<file path="src/inc/ipq_pkg.sv">
// constants for the instruction prefetch queue
// assumes one system clock shared by cpu and instruction memories
// Function
// - the queue fetches words ahead of the pipeline, and a fetch past valid memory may return an invalid opcode.
// - when running from ram blocks the queue holds at most 8 sixteen-bit words ahead.
// - when running from flash the queue holds at most 16 sixteen-bit words ahead.
// - a flash fetch past the last valid flash word is flagged as an uncorrectable ecc error.
// - a fetch crossing into an immediately following valid block returns correct words with no fault.
package ipq_pkg;
    localparam int unsigned ADDR_W      = 22;
    localparam int unsigned DATA_W      = 16;
    localparam int unsigned PTR_W       = 4;
    localparam int unsigned CNT_W       = 5;
    localparam logic [CNT_W-1:0] RAM_DEPTH   = 5'h08;
    localparam logic [CNT_W-1:0] FLASH_DEPTH = 5'h10;
    // address windows of the instruction memories
    localparam logic [ADDR_W-1:0] DED_RAM_FIRST_LO  = 22'h000000;
    localparam logic [ADDR_W-1:0] DED_RAM_SECOND_HI = 22'h0007ff;
    localparam logic [ADDR_W-1:0] SHARED_RAM_LO     = 22'h00c000;
    localparam logic [ADDR_W-1:0] SHARED_RAM_HI     = 22'h013fff;
    localparam logic [ADDR_W-1:0] FLASH_LO          = 22'h080000;
    localparam logic [ADDR_W-1:0] FLASH_HI          = 22'h09ffff;
    localparam logic [DATA_W-1:0] INVALID_OPCODE    = 16'h0000;
    typedef enum logic [1:0] {
        IPQ_SRC_NONE  = 2'h0,
        IPQ_SRC_RAM   = 2'h1,
        IPQ_SRC_FLASH = 2'h3
    } ipq_src_t;
endpackage

</file>
<file path="src/design/ipq_region.sv">
// classifies a fetch address into ram, flash or unmapped
// assumes contiguous ram blocks are one window, so a block joint never faults
`timescale 1ns/1ps
module ipq_region (
    // address
    input  wire logic [ipq_pkg::ADDR_W-1:0] addr_in,
    // class
    output ipq_pkg::ipq_src_t               src_out
);
    always_comb begin
        if (addr_in <= ipq_pkg::DED_RAM_SECOND_HI) begin
            src_out = ipq_pkg::IPQ_SRC_RAM;
        end else if (addr_in >= ipq_pkg::SHARED_RAM_LO && addr_in <= ipq_pkg::SHARED_RAM_HI) begin
            src_out = ipq_pkg::IPQ_SRC_RAM;
        end else if (addr_in >= ipq_pkg::FLASH_LO && addr_in <= ipq_pkg::FLASH_HI) begin
            src_out = ipq_pkg::IPQ_SRC_FLASH;
        end else begin
            src_out = ipq_pkg::IPQ_SRC_NONE;
        end
    end
endmodule

</file>
<file path="src/design/ipq_queue.sv">
// prefetch queue between cpu decode and instruction memories
// assumes memory answers mem_ack_in one or more cycles after a request, in order,
// one request outstanding at a time
`timescale 1ns/1ps
module ipq_queue (
    // clock and reset
    input  wire logic                       ref_clk_in,
    input  wire logic                       rst_in,
    // cpu side
    input  wire logic                       redirect_in,
    input  wire logic [ipq_pkg::ADDR_W-1:0] redirect_addr_in,
    input  wire logic                       take_in,
    output logic                            word_valid_out,
    output logic [ipq_pkg::DATA_W-1:0]      word_out,
    output logic                            word_invalid_out,
    output logic                            ecc_uncorr_out,
    // memory side
    output logic                            mem_req_out,
    output logic [ipq_pkg::ADDR_W-1:0]      mem_addr_out,
    input  wire logic                       mem_ack_in,
    input  wire logic [ipq_pkg::DATA_W-1:0] mem_data_in
);
    ////////////////////////////////////////////////////////////////////////
    function automatic logic [ipq_pkg::CNT_W-1:0] depth_of(input ipq_pkg::ipq_src_t s);
        depth_of = (s == ipq_pkg::IPQ_SRC_FLASH) ? ipq_pkg::FLASH_DEPTH : ipq_pkg::RAM_DEPTH;
    endfunction

    ////////////////////////////////////////////////////////////////////////
    logic [ipq_pkg::DATA_W-1:0] mem_r [0:15];
    logic [ipq_pkg::DATA_W-1:0] mem_nxt [0:15];
    logic                       bad_r [0:15];
    logic                       bad_nxt [0:15];
    logic [ipq_pkg::PTR_W-1:0]  wr_r, wr_nxt, rd_r, rd_nxt;
    logic [ipq_pkg::CNT_W-1:0]  cnt_r, cnt_nxt;
    logic [ipq_pkg::ADDR_W-1:0] fetch_r, fetch_nxt;
    logic                       busy_r, busy_nxt;
    logic                       drop_r, drop_nxt;
    ipq_pkg::ipq_src_t          exec_src_r, exec_src_nxt;
    logic                       ovalid_r, ovalid_nxt;
    logic [ipq_pkg::DATA_W-1:0] oword_r, oword_nxt;
    logic                       oinv_r, oinv_nxt;
    logic                       ecc_r, ecc_nxt;
    logic                       req_r, req_nxt;
    logic [ipq_pkg::ADDR_W-1:0] maddr_r, maddr_nxt;
    ipq_pkg::ipq_src_t          fsrc;
    ipq_pkg::ipq_src_t          rsrc;
    logic                       pop;
    logic                       fill;

    ipq_region u_fetch_region (
        .addr_in (fetch_r),
        .src_out (fsrc)
    );
    ipq_region u_redir_region (
        .addr_in (redirect_addr_in),
        .src_out (rsrc)
    );

    ////////////////////////////////////////////////////////////////////////
    always_comb begin
        for (int i = 0; i < 16; i++) begin
            mem_nxt[i] = mem_r[i];
            bad_nxt[i] = bad_r[i];
        end
        wr_nxt       = wr_r;
        rd_nxt       = rd_r;
        cnt_nxt      = cnt_r;
        fetch_nxt    = fetch_r;
        busy_nxt     = busy_r;
        drop_nxt     = drop_r;
        exec_src_nxt = exec_src_r;
        ovalid_nxt   = ovalid_r;
        oword_nxt    = oword_r;
        oinv_nxt     = oinv_r;
        ecc_nxt      = 1'b0;
        req_nxt      = 1'b0;
        maddr_nxt    = maddr_r;
        pop          = take_in && ovalid_r;
        fill         = mem_ack_in && busy_r && !drop_r;
        if (mem_ack_in && busy_r) begin
            busy_nxt = 1'b0;
            drop_nxt = 1'b0;
        end
        if (redirect_in) begin
            // discard everything, an in-flight answer is dropped on arrival
            wr_nxt       = '0;
            rd_nxt       = '0;
            cnt_nxt      = '0;
            ovalid_nxt   = 1'b0;
            fetch_nxt    = redirect_addr_in;
            exec_src_nxt = rsrc;
            if (busy_r && !mem_ack_in) begin
                drop_nxt = 1'b1;
            end
        end else begin
            if (fill) begin
                mem_nxt[wr_r] = mem_data_in;
                // past valid memory the word is flagged, never trusted
                bad_nxt[wr_r] = (fsrc == ipq_pkg::IPQ_SRC_NONE);
                wr_nxt        = wr_r + 4'h1;
                fetch_nxt     = fetch_r + 22'h000001;
                if (fsrc == ipq_pkg::IPQ_SRC_NONE && exec_src_r == ipq_pkg::IPQ_SRC_FLASH) begin
                    ecc_nxt = 1'b1;
                end
            end
            if ((pop || !ovalid_r) && (cnt_r != '0)) begin
                ovalid_nxt = 1'b1;
                oword_nxt  = bad_r[rd_r] ? ipq_pkg::INVALID_OPCODE : mem_r[rd_r];
                oinv_nxt   = bad_r[rd_r];
                rd_nxt     = rd_r + 4'h1;
            end else if (pop) begin
                ovalid_nxt = 1'b0;
            end
            cnt_nxt = cnt_r + {4'h0, fill} - {4'h0, ((pop || !ovalid_r) && (cnt_r != '0))};
            // limit counts queue, output word and in-flight so depth never overflows
            if (!busy_nxt && !drop_nxt && ((cnt_nxt + {4'h0, ovalid_nxt}) < depth_of(exec_src_r))) begin
                req_nxt   = 1'b1;
                busy_nxt  = 1'b1;
                maddr_nxt = fill ? fetch_r + 22'h000001 : fetch_r;
            end
        end
    end

    always_ff @(posedge ref_clk_in or posedge rst_in) begin
        if (rst_in) begin
            for (int i = 0; i < 16; i++) begin
                mem_r[i] <= '0;
                bad_r[i] <= 1'b0;
            end
            wr_r       <= '0;
            rd_r       <= '0;
            cnt_r      <= '0;
            fetch_r    <= ipq_pkg::DED_RAM_FIRST_LO;
            busy_r     <= 1'b0;
            drop_r     <= 1'b0;
            exec_src_r <= ipq_pkg::IPQ_SRC_RAM;
            ovalid_r   <= 1'b0;
            oword_r    <= '0;
            oinv_r     <= 1'b0;
            ecc_r      <= 1'b0;
            req_r      <= 1'b0;
            maddr_r    <= '0;
        end else begin
            for (int i = 0; i < 16; i++) begin
                mem_r[i] <= mem_nxt[i];
                bad_r[i] <= bad_nxt[i];
            end
            wr_r       <= wr_nxt;
            rd_r       <= rd_nxt;
            cnt_r      <= cnt_nxt;
            fetch_r    <= fetch_nxt;
            busy_r     <= busy_nxt;
            drop_r     <= drop_nxt;
            exec_src_r <= exec_src_nxt;
            ovalid_r   <= ovalid_nxt;
            oword_r    <= oword_nxt;
            oinv_r     <= oinv_nxt;
            ecc_r      <= ecc_nxt;
            req_r      <= req_nxt;
            maddr_r    <= maddr_nxt;
        end
    end

    ////////////////////////////////////////////////////////////////////////
    assign word_valid_out   = ovalid_r;
    assign word_out         = oword_r;
    assign word_invalid_out = oinv_r;
    assign ecc_uncorr_out   = ecc_r;
    assign mem_req_out      = req_r;
    assign mem_addr_out     = maddr_r;
endmodule

</file>
<file path="config.mk">
export PLATFORM = sky130hd
export DESIGN_NAME = ipq_queue
export DESIGN_NICKNAME = d
export VERILOG_FILES = /design/src/inc/ipq_pkg.sv /design/src/design/ipq_region.sv /design/src/design/ipq_queue.sv
export SDC_FILE = /design/constraint.sdc
export NUM_CORES = 1
export LEC_CHECK = 0
export BUFFER_PORTS_ARGS = -buffer_cell sky130_fd_sc_hd__buf_2
export CORE_ASPECT_RATIO = 0.7
export CORE_MARGIN = 2
export CORE_UTILIZATION = 40
export CTS_CLUSTER_SIZE = 30
export DETAILED_ROUTE_END_ITERATION = 7
export PLACE_DENSITY = 0.59
export SYNTH_ARGS = -nofsm -noshare
export SYNTH_HDL_FRONTEND = slang
export SYNTH_SLANG_ARGS = --single-unit
</file>
<file path="constraint.sdc">
create_clock -name ref_clk_in -period 15.9 [get_ports ref_clk_in]
set_input_delay 2.385 -clock ref_clk_in [delete_from_list [all_inputs] [get_ports ref_clk_in]]
set_output_delay 2.385 -clock ref_clk_in [all_outputs]
set_load 0.1 [all_outputs]
</file>
==> impl_metrics.py <==
metrics = {
    "logic_synthesis": {
        "yosysWarnings": 0,
        "synth-seq-cells": 353,
        "syn_area_per_cell_um2": 14.7,
        "synthesis.nets": 1153,
        "synth_edf_count": 0,
        "async_reset_ff_share_pct": 100,
        "syn_inst": 1096,
        "synth_ff_type": "dfrtp_1",
        "synth-seq-area-share_pct": 54.7,
        "ys_types": 47,
        "netlist_area_um2": 16100,
    },
    "drt": {
        "drt-pass1-iter-count": 5,
        "wl_met1_mm": 18.7,
        "route.vias.total": 9357,
        "drc_errors": 0,
        "dr_wl_met3_mm": 1.44,
        "wl_met2_mm": 16.2,
        "detail-route-antenna-nets": 0,
        "drtIter0Drc": 633,
        "post_drt_wl_per_cell_um": 21.3,
        "wl_mm": 36.9,
        "routed.top_layer": "met5",
        "viasPerCell": 5.41,
    },
    "clock_network": {
        "cts_hold_buf": 0,
        "numCtsBuffers": 37,
        "clockRootBuffer": "clkbuf_16",
        "cts.sinks": 353,
        "post_cts_buffers": 0,
        "cts.repair.resized": 0,
        "path_clk_slew_ps": 60,
        "cts_buffer_depth": 3,
        "cts_tree": "built",
        "h-tree-depth": 2,
        "clkLatencyLatePin_ps": 540,
    },
    "place": {
        "dp_hpwl_mm": 21.0,
        "gp_congestion": 0.764,
        "io_buffer_count": 84,
        "dp_cells": 1661,
    },
    "setup_path": {
        "crit_path_top_delay_cell": "a21oi_1",
        "worst-setup-path-type": "primary input to register",
        "crit_top_cell": "xor2_1",
        "crit_fanout": 24,
        "required_ps": 16310,
        "max_stage_delay_ps": 580,
        "cp-start-kind": "primary input",
        "end_kind": "register",
        "crit_chain": "buf_2 -> inv_1 -> a21oi_1 -> xor2_1 -> ha_1 -> inv_1 -> fa_1 -> xor2_1 -> a2111oi_2 -> nand2_1 -> xor2_1 -> ha_1 -> nor3_1 -> o21ai_0 -> a21oi_2 -> buf_4 -> mux2_2",
        "crit_arrival_ps": 6250,
    },
    "cells_and_area": {
        "layout_common_cells": "349 x dfrtp_1, 300 x mux2_2, 84 x buf_2, 68 x mux4_2, 39 x clkbuf_16",
        "fin_util_pct": 46.3,
        "final_layout_size_suffix_gt1_share_pct": 46.7,
        "insertedDiodeCount": 0,
        "nets": 1222,
        "num-fill-cells": 3485,
        "fin_cells": 1729,
        "mostFrequentLayoutCell": "dfrtp_1",
        "syn_to_final_growth_pct": 14.1,
    },
    "timing": {
        "slew-limit-headroom_pct": 30.2,
        "final.setup.tns_ps": 0,
        "finalCriticalPeriod_ps": 5840,
        "rsz0062_at_grt": "false",
        "skew_ps": 25.7,
        "fmax_ghz": 0.171,
        "setup-violations-final": 0,
        "worst_slew_pin_slew_ps": 1050,
        "maxSlewViolCount": 0,
        "hold_viol_final": 0,
        "period_share_pct": 36.7,
    },
    "power_and_ir_drop": {
        "irDropWorstVdd_mv": 0.171,
        "power.share.clock_pct": 31.7,
        "cell_internal_pwr_mw": 1.88,
        "report.power.total_mw": 2.96,
        "p_seq_share_pct": 36.7,
        "power.switching_mw": 1.07,
        "p_leak_nw": 8.69,
        "pwr-share-comb_pct": 31.6,
        "p_per_area_nw_per_um2": 160,
        "netSwitchingFraction_pct": 36.3,
    },
    "global_route": {
        "antenna_found_initial": 1,
        "grt_pass1_wl_mm": 59.0,
        "grt_start_max_net_pins": 173,
        "grt_usage_pct": 18.3,
        "grt_pass1_vias": 9767,
        "overflow": 0,
    },
    "floorplan": {
        "ios": 85,
        "num_rows": 61,
        "die_h_um": 172,
        "die_area_um2": 42000,
        "fp.dieW_um": 244,
        "initial_core_util_pct": 40.6,
        "core_region_area_um2": 39800,
    },
    "run_status": {
        "status": "finished clean",
    },
    "worst_hold_path": {
        "hold_class": "register to register",
    },
    "run": {
        "maxCapViolCount": 0,
    },
}
per-layer routing:
metal,track usage [%],vias to the layer above
met5,0,-
met4,3.95,2
met3,3.17,49
met2,27.1,156
met1,28.2,4981
li1,-,4169
through the flow:
step | hold WS, ps | setup slack [ps] | cell area, um2
2_1_floorplan | 445 | 3720 | 16100
3_3_place_gp | 455 | 9680 | 17100
4_1_cts | 475 | 10040 | 18400
6_report | 469 | 10060 | 18400
5_1_grt | 490 | 9750 | 18400
3_5_place_dp | 461 | 9500 | 17100
power groups by stage:
stage,Combinational (mW),Sequential (mW),Clock [mW]
after floorplan,0.487,1.37,0
after global placement,0.932,1.10,0
after detailed placement,0.944,1.10,0
after CTS,0.947,1.09,0.961
after global routing,1.00,1.10,1.00
final,0.935,1.09,0.936
flip-flops by register name (all words and copies together), names as in the netlist, named ones only:
register,count
wr_r,4
mem_addr_out,22
fetch_r,22
bad_r,16
rd_r,4
busy_r,1
exec_src_r,2
cnt_r,5
mem_r,256
word_invalid_out,1
word_valid_out,1
mem_req_out,1
word_out,16
ecc_uncorr_out,1
worst max-delay path: cells and delay by family:
family	cells	cell delay, ps
and+or+nand+nor	2	270
adders and majority gates	3	810
AOI/OAI and AO/OA	4	1300
xor gates and xnor gates	3	590
buffers and inverters	4	500
muxes	1	380
synthesized netlist by cell type, drive strengths merged, types with 18 or more instances:
master  number  area share (%)
clkbuf      38            0.88
dfrtp      352              55
nand2       35            0.81
mux2       300              21
nor2b       22            0.90
mux2i       20             1.2
o21ai       18            0.56
buf         34             1.3
mux4        68             9.5
xnor2       19             1.0
nand3       18            0.68
nor2        34            0.79
kinds of logic after synthesis:
| family | synth area share (%) |
|---|---|
| AOI/OAI and AO/OA | 3.74 |
| xor gates and xnor gates | 1.93 |
| adders and majority gates | 1.13 |
| buffers and inverters | 2.49 |
| DFF | 54.7 |
| muxes | 31.6 |
| and+or+nand+nor | 4.34 |
area by class of cell:
type,count,area [um2],share of cell area (%)
sequential,353,8840,48.0
multi-input combinational,656,6960,37.7
timing repair buffer,102,568,3.08
clock inverter,13,200,1.09
inverter,15,63.8,0.346
clock buffer,55,1130,6.11
tap,535,669,3.63
path summary, 6_finish.rpt:
| path | slack (ps) | depth (start not counted) | to | startpoint |
|---|---|---|---|---|
| min | 470 | 1 | word_out[6] | word_out[6] |
| max | 10060 | 17 | mem_addr_out[0] | take_in |
| max in group asynchronous | 12370 | 3 | rd_r[2] | rst_in |
| max reg2reg | 11230 | 18 | mem_addr_out[0] | cnt_r[2] |
| min reg2reg | 470 | 1 | word_out[6] | word_out[6] |
| min in group asynchronous | 2010 | 2 | mem_r[144] | rst_in |
(Power assumes the default switching activity.)
